`config.mk`:
```
export PLATFORM = sky130hd
export DESIGN_NAME = rbr_top
export DESIGN_NICKNAME = d
export VERILOG_FILES = /design/src/rbr_pkg.sv /design/src/rbr_top.sv
export SDC_FILE = /design/constraint.sdc
export NUM_CORES = 1
export LEC_CHECK = 0
export BUFFER_PORTS_ARGS = -buffer_cell sky130_fd_sc_hd__clkbuf_2
export CAP_MARGIN = 0
export CORE_MARGIN = 5
export CORE_UTILIZATION = 40
export CTS_CLUSTER_SIZE = 24
export DETAILED_ROUTE_END_ITERATION = 16
export PLACE_DENSITY_LB_ADDON = 0.15
export SKIP_CTS_REPAIR_TIMING = 1
export SLEW_MARGIN = 20
export SYNTH_ARGS = -nofsm -noshare
export SYNTH_HDL_FRONTEND = slang
export SYNTH_SLANG_ARGS = --single-unit
```
`constraint.sdc`:
```
create_clock -name i_sys_clk -period 3.7 [get_ports i_sys_clk]
set_input_delay 0.74 -clock i_sys_clk [delete_from_list [all_inputs] [get_ports i_sys_clk]]
set_output_delay 0.74 -clock i_sys_clk [all_outputs]
set_load 0.02 [all_outputs]
```
`src/rbr_pkg.sv`:
```
// Shared constants, field layouts and carrier types for the receive backplane rate select block.
package rbr_pkg;

  // ------------------------------------------------------------------
  // Register map (indices; byte address is four times the index)
  // ------------------------------------------------------------------
  localparam logic [11:0] RX_IF_CTRL_IDX  = 12'h122;
  localparam logic [11:0] RX_IF_DIR_IDX   = 12'h123;
  localparam logic [11:0] RX_IF_STAT_IDX  = 12'h124;
  localparam logic [13:0] RX_IF_CTRL_ADDR = {RX_IF_CTRL_IDX, 2'b00};
  localparam logic [13:0] RX_IF_DIR_ADDR  = {RX_IF_DIR_IDX, 2'b00};
  localparam logic [13:0] RX_IF_STAT_ADDR = {RX_IF_STAT_IDX, 2'b00};
  localparam int          ADDR_W          = 14;

  // ------------------------------------------------------------------
  // Field positions and reset values
  // ------------------------------------------------------------------
  localparam int         SPEED_LSB       = 0;
  localparam int         MUX_EN_BIT      = 2;
  localparam int         DIR_MASTER_BIT  = 0;
  localparam int         STAT_SYNC_ERR   = 0;
  localparam int         STAT_FRAME_ERR  = 1;
  localparam int         STAT_RESERVED   = 2;
  localparam int         STAT_MODE_LSB   = 4;
  localparam logic [1:0] SPEED_RESET     = 2'h0;
  localparam logic       MUX_EN_RESET    = 1'b0;
  localparam logic       DIR_RESET       = 1'b0;

  // ------------------------------------------------------------------
  // Speed select codes
  // ------------------------------------------------------------------
  localparam logic [1:0] SPD_00 = 2'h0;
  localparam logic [1:0] SPD_01 = 2'h1;
  localparam logic [1:0] SPD_10 = 2'h2;
  localparam logic [1:0] SPD_11 = 2'h3;

  // ------------------------------------------------------------------
  // Timing and framing
  // ------------------------------------------------------------------
  localparam int SYS_CLK_HZ    = 200_000_000;
  localparam int BASE_CLK_HZ   = 1_544_000;
  localparam int BASE_HALF_CYC = SYS_CLK_HZ / (2 * BASE_CLK_HZ);
  localparam int LANES         = 4;
  localparam int T1_SLOTS      = 193;
  localparam int HS2_SLOTS     = 256;
  localparam int HS4_SLOTS     = 512;
  localparam int HS8_SLOTS     = 1024;
  localparam int MUX12_SLOTS   = 772;
  localparam int MUX16_SLOTS   = 2048;
  localparam int POS_W         = 11;
  localparam int FIFO_DEPTH    = 4;

  typedef enum logic [2:0] {
    RBR_BASE, RBR_HS2, RBR_HS4, RBR_HS8, RBR_MUX12, RBR_MUX16, RBR_RSVD
  } rbr_mode_t;

  typedef struct packed {
    logic       framing;
    logic [3:0] ch;
  } rbr_line_word_t;

endpackage

```
`src/rbr_top.sv`:
```
// Receive backplane rate select: register slave, word FIFO and serial backplane shifter.
// Notes on behaviour
// - A two-bit read/write speed select field resets to zero and picks the backplane rate.
// - The speed code is decoded by one table with multiplexing off and another with it on.
// - Multiplexing off, code 00: base rate 1.544MHz, clock and sync may be inputs or outputs.
// - Multiplexing off, code 01: 2.048Mbit/s mode clocked by an external 2.048MHz clock.
// - Multiplexing off, code 10: 4.096Mbit/s output timed by an external 4.096MHz clock.
// - Multiplexing off, code 11: 8.192Mbit/s output timed by an external 8.192MHz clock.
// - Multiplexing on, code 00: channels 0 to 3 are bit-interleaved at 12.352MHz on lane 0.
// - In 12.352MHz interleaved mode the frame sync is high only over the framing bit.
// - Multiplexing on, code 01: channels 0 to 3 are bit-interleaved at 16.384MHz on lane 0.
// - In 16.384MHz interleaved mode the frame sync is high only over the framing bit.
// - A separate multiplex enable joins the four channels onto one stream or keeps them apart.
`timescale 1ns/1ps

// ------------------------------------------------------------------
// Word FIFO
// ------------------------------------------------------------------
module rbr_fifo #(
  parameter int WIDTH = 5,
  parameter int DEPTH = 4
) (
  input  wire logic             i_sys_clk,  // System clock
  input  wire logic             i_rst,      // Asynchronous reset
  input  wire logic             i_clk_en,   // Clock enable
  input  wire logic [WIDTH-1:0] i_data,     // Write word
  input  wire logic             i_valid,    // Write valid
  output logic                  o_ready,    // Not full
  output logic      [WIDTH-1:0] o_data,     // Head word
  output logic                  o_valid,    // Not empty
  input  wire logic             i_ready     // Read accept
);
  localparam int AW = $clog2(DEPTH);
  logic [WIDTH-1:0] mem_q [DEPTH];
  logic [AW-1:0]    wr_q;
  logic [AW-1:0]    rd_q;
  logic [AW:0]      cnt_q;
  logic             push;
  logic             pop;

  assign push    = i_valid && o_ready;
  assign pop     = o_valid && i_ready;
  assign o_ready = cnt_q < (AW+1)'(DEPTH);
  assign o_valid = cnt_q != '0;
  assign o_data  = mem_q[rd_q];

  always_ff @(posedge i_sys_clk) begin
    if (i_clk_en && push) begin
      mem_q[wr_q] <= i_data;
    end
  end

  always_ff @(posedge i_sys_clk or posedge i_rst) begin
    if (i_rst) begin
      wr_q  <= '0;
      rd_q  <= '0;
      cnt_q <= '0;
    end else if (i_clk_en) begin
      if (push) begin
        wr_q <= (wr_q == AW'(DEPTH - 1)) ? '0 : wr_q + 1'b1;
      end
      if (pop) begin
        rd_q <= (rd_q == AW'(DEPTH - 1)) ? '0 : rd_q + 1'b1;
      end
      cnt_q <= cnt_q + (AW+1)'(push) - (AW+1)'(pop);
    end
  end
endmodule

// ------------------------------------------------------------------
// Top level
// ------------------------------------------------------------------
module rbr_top #(
  parameter int FIFO_DEPTH = rbr_pkg::FIFO_DEPTH,
  parameter int HALF_CYC   = rbr_pkg::BASE_HALF_CYC
) (
  input  wire logic                       i_sys_clk,              // 200 MHz clock
  input  wire logic                       i_rst,                  // Async reset, high
  input  wire logic                       i_clk_en,               // Freezes state when low
  input  wire logic                       psel,                   // APB select
  input  wire logic                       penable,                // APB enable
  input  wire logic                       pwrite,                 // APB direction
  input  wire logic [rbr_pkg::ADDR_W-1:0] paddr,                  // APB byte address
  input  wire logic [31:0]                pwdata,                 // APB write data
  output logic                            o_pready,               // APB ready
  output logic      [31:0]                o_prdata,               // APB read data
  output logic                            o_pslverr,              // APB error
  input  wire rbr_pkg::rbr_line_word_t    i_line_word,            // Received bits, 4 channels
  input  wire logic                       i_line_valid,           // Line word valid
  output logic                            o_line_ready,           // FIFO has room
  input  wire logic                       i_rx_backplane_clock,   // Backplane clock pin in
  output logic                            o_rx_backplane_clock,   // Backplane clock pin out
  output logic                            o_rx_backplane_clock_oe, // Clock output enable
  input  wire logic                       i_rx_frame_sync,        // Frame sync pin in
  output logic                            o_rx_frame_sync,        // Frame sync pin out
  output logic                            o_rx_frame_sync_oe,     // Sync output enable
  output logic      [3:0]                 o_rx_serial_output      // Serial data, lane per channel; lane 0 only when multiplexed
);
  // ------------------------------------------------------------------
  // Mode decode
  // ------------------------------------------------------------------
  function automatic rbr_pkg::rbr_mode_t decode_mode(input logic mux, input logic [1:0] spd);
    rbr_pkg::rbr_mode_t m;
    m = rbr_pkg::RBR_RSVD;
    if (!mux) begin
      unique case (spd)
        rbr_pkg::SPD_00: m = rbr_pkg::RBR_BASE;
        rbr_pkg::SPD_01: m = rbr_pkg::RBR_HS2;
        rbr_pkg::SPD_10: m = rbr_pkg::RBR_HS4;
        rbr_pkg::SPD_11: m = rbr_pkg::RBR_HS8;
      endcase
    end else begin
      unique case (spd)
        rbr_pkg::SPD_00: m = rbr_pkg::RBR_MUX12;
        rbr_pkg::SPD_01: m = rbr_pkg::RBR_MUX16;
        rbr_pkg::SPD_10: m = rbr_pkg::RBR_RSVD;
        rbr_pkg::SPD_11: m = rbr_pkg::RBR_RSVD;
      endcase
    end
    return m;
  endfunction

  function automatic logic [rbr_pkg::POS_W-1:0] frame_slots(input rbr_pkg::rbr_mode_t m);
    int n;
    n = rbr_pkg::T1_SLOTS;
    unique case (m)
      rbr_pkg::RBR_BASE:  n = rbr_pkg::T1_SLOTS;
      rbr_pkg::RBR_HS2:   n = rbr_pkg::HS2_SLOTS;
      rbr_pkg::RBR_HS4:   n = rbr_pkg::HS4_SLOTS;
      rbr_pkg::RBR_HS8:   n = rbr_pkg::HS8_SLOTS;
      rbr_pkg::RBR_MUX12: n = rbr_pkg::MUX12_SLOTS;
      rbr_pkg::RBR_MUX16: n = rbr_pkg::MUX16_SLOTS;
      rbr_pkg::RBR_RSVD:  n = rbr_pkg::T1_SLOTS;
    endcase
    return rbr_pkg::POS_W'(n);
  endfunction

  // ------------------------------------------------------------------
  // Registers
  // ------------------------------------------------------------------
  logic [1:0]         speed_q;
  logic               mux_en_q;
  logic               master_q;
  logic               sync_err_q;
  logic               frame_err_q;
  logic               wr_acc;
  logic               rd_acc;
  logic               sel_ctrl;
  logic               sel_dir;
  logic               sel_stat;
  logic               set_sync_err;
  logic               set_frame_err;
  rbr_pkg::rbr_mode_t mode;
  logic               is_mux;
  logic               drive_pins;

  assign mode       = decode_mode(mux_en_q, speed_q);
  assign is_mux     = (mode == rbr_pkg::RBR_MUX12) || (mode == rbr_pkg::RBR_MUX16);
  assign drive_pins = (mode == rbr_pkg::RBR_BASE) && master_q;
  assign sel_ctrl   = paddr == rbr_pkg::RX_IF_CTRL_ADDR;
  assign sel_dir    = paddr == rbr_pkg::RX_IF_DIR_ADDR;
  assign sel_stat   = paddr == rbr_pkg::RX_IF_STAT_ADDR;
  assign wr_acc     = psel && penable && !o_pready && pwrite;
  assign rd_acc     = psel && penable && !o_pready && !pwrite;

  always_ff @(posedge i_sys_clk or posedge i_rst) begin
    if (i_rst) begin
      o_pready  <= 1'b0;
      o_pslverr <= 1'b0;
      o_prdata  <= 32'h0;
    end else if (i_clk_en) begin
      o_pready  <= psel && penable && !o_pready;
      o_pslverr <= psel && penable && !o_pready && !(sel_ctrl || sel_dir || sel_stat);
      o_prdata  <= 32'h0;
      if (rd_acc && sel_ctrl) begin
        o_prdata <= {29'h0, mux_en_q, speed_q};
      end else if (rd_acc && sel_dir) begin
        o_prdata <= {31'h0, master_q};
      end else if (rd_acc && sel_stat) begin
        o_prdata <= {25'h0, 3'(mode), 1'b0, (mode == rbr_pkg::RBR_RSVD), frame_err_q,
                     sync_err_q};
      end
    end
  end

  always_ff @(posedge i_sys_clk or posedge i_rst) begin
    if (i_rst) begin
      speed_q  <= rbr_pkg::SPEED_RESET;
      mux_en_q <= rbr_pkg::MUX_EN_RESET;
      master_q <= rbr_pkg::DIR_RESET;
    end else if (i_clk_en && wr_acc) begin
      if (sel_ctrl) begin
        speed_q  <= pwdata[rbr_pkg::SPEED_LSB +: 2];
        mux_en_q <= pwdata[rbr_pkg::MUX_EN_BIT];
      end
      if (sel_dir) begin
        master_q <= pwdata[rbr_pkg::DIR_MASTER_BIT];
      end
    end
  end

  // Status flags clear on a write of one; a new event in the same cycle wins.
  always_ff @(posedge i_sys_clk or posedge i_rst) begin
    if (i_rst) begin
      sync_err_q  <= 1'b0;
      frame_err_q <= 1'b0;
    end else if (i_clk_en) begin
      if (set_sync_err) begin
        sync_err_q <= 1'b1;
      end else if (wr_acc && sel_stat && pwdata[rbr_pkg::STAT_SYNC_ERR]) begin
        sync_err_q <= 1'b0;
      end
      if (set_frame_err) begin
        frame_err_q <= 1'b1;
      end else if (wr_acc && sel_stat && pwdata[rbr_pkg::STAT_FRAME_ERR]) begin
        frame_err_q <= 1'b0;
      end
    end
  end

  // ------------------------------------------------------------------
  // Pin synchronisers and bit clock
  // ------------------------------------------------------------------
  logic [1:0] clk_sync_q;
  logic [1:0] fs_sync_q;
  logic       clk_prev_q;
  logic [7:0] div_q;
  logic       slave_edge;
  logic       master_edge;
  logic       bit_edge;

  always_ff @(posedge i_sys_clk or posedge i_rst) begin
    if (i_rst) begin
      clk_sync_q <= 2'h0;
      fs_sync_q  <= 2'h0;
      clk_prev_q <= 1'b0;
    end else if (i_clk_en) begin
      clk_sync_q <= {clk_sync_q[0], i_rx_backplane_clock};
      fs_sync_q  <= {fs_sync_q[0], i_rx_frame_sync};
      clk_prev_q <= clk_sync_q[1];
    end
  end

  // Base-rate master clock comes from a divider; fractional period error is accepted.
  always_ff @(posedge i_sys_clk or posedge i_rst) begin
    if (i_rst) begin
      div_q                <= 8'h0;
      o_rx_backplane_clock <= 1'b0;
    end else if (i_clk_en) begin
      if (!drive_pins || div_q == 8'(HALF_CYC - 1)) begin
        div_q <= 8'h0;
      end else begin
        div_q <= div_q + 8'h1;
      end
      if (drive_pins && div_q == 8'(HALF_CYC - 1)) begin
        o_rx_backplane_clock <= !o_rx_backplane_clock;
      end else if (!drive_pins) begin
        o_rx_backplane_clock <= 1'b0;
      end
    end
  end

  assign slave_edge  = clk_sync_q[1] && !clk_prev_q;
  assign master_edge = drive_pins && (div_q == 8'(HALF_CYC - 1)) && !o_rx_backplane_clock;
  assign bit_edge    = drive_pins ? master_edge : slave_edge;

  // ------------------------------------------------------------------
  // FIFO and shifter
  // ------------------------------------------------------------------
  rbr_pkg::rbr_line_word_t       head;
  rbr_pkg::rbr_line_word_t       hold_q;
  logic                          head_valid;
  logic                          pop;
  logic [1:0]                    lane_q;
  logic [rbr_pkg::POS_W-1:0]     pos_q;
  logic [rbr_pkg::POS_W-1:0]     last_pos;
  logic                          sync_in;
  logic                          load;

  rbr_fifo #(
    .WIDTH ($bits(rbr_pkg::rbr_line_word_t)),
    .DEPTH (FIFO_DEPTH)
  ) u_fifo (
    .i_sys_clk (i_sys_clk),
    .i_rst     (i_rst),
    .i_clk_en  (i_clk_en),
    .i_data    (i_line_word),
    .i_valid   (i_line_valid),
    .o_ready   (o_line_ready),
    .o_data    (head),
    .o_valid   (head_valid),
    .i_ready   (pop)
  );

  assign last_pos = frame_slots(mode) - 1'b1;
  assign sync_in  = !drive_pins && fs_sync_q[1];
  // A sync slot always starts a word, so a lane count left over from an earlier mode
  // cannot swallow the first word of a new frame.
  assign load     = bit_edge && (sync_in || !is_mux || lane_q == 2'h0)
                    && (mode != rbr_pkg::RBR_RSVD);
  assign pop      = i_clk_en && load && head_valid;

  always_ff @(posedge i_sys_clk or posedge i_rst) begin
    if (i_rst) begin
      lane_q <= 2'h0;
      pos_q  <= '0;
      hold_q <= '0;
    end else if (i_clk_en && bit_edge) begin
      if (sync_in) begin
        pos_q  <= rbr_pkg::POS_W'(1);
        lane_q <= is_mux ? 2'h1 : 2'h0;
      end else begin
        pos_q  <= (pos_q >= last_pos) ? '0 : pos_q + 1'b1;
        lane_q <= is_mux ? lane_q + 2'h1 : 2'h0;
      end
      if (load) begin
        hold_q <= head_valid ? head : '0;
      end
    end
  end

  // Lane 0 carries the interleaved stream; the others idle low in multiplexed modes.
  always_ff @(posedge i_sys_clk or posedge i_rst) begin
    if (i_rst) begin
      o_rx_serial_output <= 4'h0;
    end else if (i_clk_en && bit_edge) begin
      if (mode == rbr_pkg::RBR_RSVD) begin
        o_rx_serial_output <= 4'h0;
      end else if (is_mux) begin
        o_rx_serial_output <= {3'h0, load ? head_valid && head.ch[0]
                                          : hold_q.ch[lane_q]};
      end else begin
        o_rx_serial_output <= load && head_valid ? head.ch : 4'h0;
      end
    end
  end

  // Sync must coincide with the framing bit; a line word out of step is flagged too.
  assign set_sync_err  = bit_edge && sync_in && (pos_q != '0) && (pos_q <= last_pos)
                         && (lane_q == 2'h0) && pos_q != rbr_pkg::POS_W'(1);
  assign set_frame_err = pop && (pos_q == '0) && !head.framing;

  always_ff @(posedge i_sys_clk or posedge i_rst) begin
    if (i_rst) begin
      o_rx_frame_sync         <= 1'b0;
      o_rx_frame_sync_oe      <= 1'b0;
      o_rx_backplane_clock_oe <= 1'b0;
    end else if (i_clk_en) begin
      o_rx_backplane_clock_oe <= drive_pins;
      o_rx_frame_sync_oe      <= drive_pins;
      if (bit_edge) begin
        o_rx_frame_sync <= drive_pins && (pos_q == '0);
      end
    end
  end
endmodule

```
==> results.json <==
{
  "p_sw_mw": 0.776,
  "viasPerCell": 5.05,
  "initial_core_util": 0.411,
  "route.final.wire_length_um": 8560,
  "grt_max_degree": 39,
  "worstSkewPairLatency_ns": 0.36,
  "cp-start-kind": "flip-flop",
  "p_leak_nw": 2.13,
  "drv_cap": 0,
  "h-tree-depth": 3,
  "clock_skew_ns": 0.0111,
  "seqCellArea_um2": 2050,
  "worstSetupEndpointType": "flip-flop",
  "critical_path_class": "reg -> reg",
  "clockBufferDepth": 2,
  "cts_root_buffer": "clkbuf_8",
  "r2r_setup_slack_ns": 0.27,
  "required_ns": 3.95,
  "synthToLayoutAreaGrowth_pct": 11.6,
  "fp.dieW_um": 113,
  "yosysSeqAreaShare": 0.481,
  "gr-total-overflow": 0,
  "p_int_mw": 1.67,
  "place.gp.congestion": 0.795,
  "final-hold-violation-count": 0,
  "ys.flop_type": "dfrtp_1",
  "max_slew_margin": 0.486,
  "dp_slack_ns": 0.162,
  "async_flop_share": 0.744,
  "hold_ws_ns": 0.494,
  "p_sw_frac": 0.318,
  "crit_arrival_ns": 3.67,
  "drc": 0,
  "reg2reg_depth": 14,
  "diodes": 0,
  "numCtsBuffers": 9,
  "worst_pin_slew_ns": 0.771,
  "dp_hpwl_um": 6390,
  "die-area_um2": 12800,
  "layout_setup_ws_ns": 0.274,
  "antenna_found_initial": 0,
  "cts_tree": "built",
  "worstPathMaxFanout": 9,
  "fill_cells": 991,
  "die_y_um": 113,
  "r2r-start": "mux_en_q",
  "drt-initial-drc-count": 143,
  "drive_above_1_share": 0.228,
  "clkPwrFrac": 0.292,
  "regToRegEndpoint": "u_fifo.cnt_q[2]",
  "grt_pass1_wl_um": 14300,
  "pin_count": 103,
  "p_comb_frac": 0.236,
  "grtUsageTotal": 0.141,
  "clock-sinks": 78,
  "core_area_um2": 10400,
  "seqPwrFrac": 0.472,
  "syn_avg_cell_area_um2": 11.1,
  "setup_violations": 0,
  "ant_nets": 0,
  "drt-pass1-iter-count": 4,
  "ys_ff_latch": 78,
  "via_count": 2898,
  "tns_ns": 0,
  "synth_area_um2": 4260,
  "ys_types": 59,
  "grt_pass1_vias": 2891,
  "syn_inst": 385,
  "multiInputGateArea_um2": 1960,
  "slew_viol_final": 0,
  "hold_class": "in -> async",
  "rsz0062_at_grt": "no",
  "power_density_nw_per_um2": 514,
  "fin_crit_sh": 0.926,
  "max-vdd-ir-drop_mv": 0.332,
  "path_clk_slew_ns": 0.09,
  "io_buffers": 47,
  "num_rows": 37,
  "synth-edff-count": 20,
  "max_freq_mhz": 292,
  "wire_per_inst_um": 14.9,
  "outcome": "complete, no violations",
  "yosys_warnings": 0,
  "finalCriticalPeriod_ns": 3.43,
  "nets": 520
}
-- power groups by stage --
stage | registers (mW) | clock network (mW) | logic (mW)
6_report | 1.15 | 0.714 | 0.577
5_1_grt | 1.18 | 0.774 | 0.666
4_1_cts | 1.15 | 0.743 | 0.585
3_5_place_dp | 1.17 | 0 | 0.584
3_3_place_gp | 1.17 | 0 | 0.565
2_1_floorplan | 1.14 | 0 | 0.457
-- logic make-up after synthesis --
family | share of synthesized area
mux | 0.0608
simple gates | 0.159
buf+inv | 0.0822
xor+xnor | 0.0267
flops | 0.481
compound gates | 0.108
fa+ha+maj | 0.0810
other cells | 0.000880
-- area by class of cell --
class / instances / area share
inverters: 24 / 0.0189
flip-flops and latches: 78 / 0.432
multi-input cells: 269 / 0.411
clock buffers: 10 / 0.0268
well taps: 136 / 0.0358
clock inverters: 6 / 0.0197
repair buffers: 51 / 0.0558
-- layout by cell type, fill, tap and decap left out, types with 3 or more instances in the layout --
cell,netlist,routed
o21ai_0,23,23
ha_1,26,26
clkbuf_8,0,9
o31ai_1,6,6
clkbuf_2,0,47
conb_1,1,26
mux4_2,6,6
dfrtp_1,58,57
buf_4,27,4
nor4_1,3,3
mux2_2,11,11
nand2_1,31,31
edfxtp_1,20,20
nor2b_1,3,3
xor2_1,9,9
nor3b_1,3,3
nor2_1,21,21
nand2b_1,5,5
nand3_1,12,12
nand4_1,12,12
nor3_1,4,4
a22o_1,10,10
xnor2_1,4,4
and3_1,10,10
a21oi_1,8,8
inv_1,24,23
-- through the flow --
step / instances / total power [mW] / instance area [um^2] / util
global placement: 558 / 1.73 / 4530 / 0.437
detailed placement: 558 / 1.76 / 4530 / 0.437
finish: 574 / 2.44 / 4760 / 0.459
CTS: 574 / 2.48 / 4750 / 0.458
floorplan: 410 / 1.60 / 4360 / -
global route: 574 / 2.62 / 4760 / 0.459
-- sequential cells by signal (all words and copies together) (netlist names), 2 cells and up --
signal	count
pos_q	11
u_fifo.wr_q	2
u_fifo.cnt_q	3
u_fifo.rd_q	2
o_prdata	6
speed_q	2
hold_q	4
clk_sync_q	2
lane_q	2
div_q	8
u_fifo.mem_q	20
o_rx_serial_output	4
fs_sync_q	2
-- worst max-delay path: stages, from the launching register on --
cell      delay (ns)
dfrtp_2         0.46
inv_1           0.08
ha_1            0.27
or3b_4          0.42
o21ai_4         0.22
nand3b_1        0.18
and4_2          0.36
ha_1            0.31
inv_1           0.06
ha_1            0.14
inv_1           0.05
fa_1            0.37
xor2_1          0.18
nand2_1         0.09
xnor2_1         0.14
-- synthesized netlist by cell type (all sizes together) (6+ instances only) --
library cell	count	area share
a22o	10	0.021
buf	32	0.055
xor2	9	0.018
ha	26	0.076
dfrtp	58	0.34
nand2	31	0.027
nand4	13	0.021
mux4	6	0.032
a21oi	8	0.0094
and3	10	0.015
o21ai	24	0.031
nor2	23	0.023
inv	24	0.021
clkbuf	7	0.0062
edfxtp	20	0.14
o31ai	7	0.016
nand3	12	0.014
mux2	11	0.029
-- worst max-delay path by stage --
stage	slack, ns	startpoint	end
final	0.27	mux_en_q	u_fifo.cnt_q[2]
after detailed placement	0.16	mux_en_q	u_fifo.cnt_q[2]
after floorplan	0.44	mux_en_q	u_fifo.cnt_q[2]
after CTS	0.12	mux_en_q	u_fifo.cnt_q[2]
after global placement	0.26	mux_en_q	u_fifo.cnt_q[2]
after global routing	0.1	mux_en_q	u_fifo.cnt_q[2]
-- metal layers --
layer | track usage | part of all wire | vias to the layer above | routed length, um
met5 | 0 | 0 | - | 0
met4 | 0.0489 | 0.015 | 0 | 131
met3 | 0.0353 | 0.037 | 12 | 315
met2 | 0.242 | 0.50 | 42 | 4290
met1 | 0.174 | 0.45 | 1417 | 3830
li1 | - | - | 1427 | -
No activity file was read; power rests on OpenSTA's default activity.
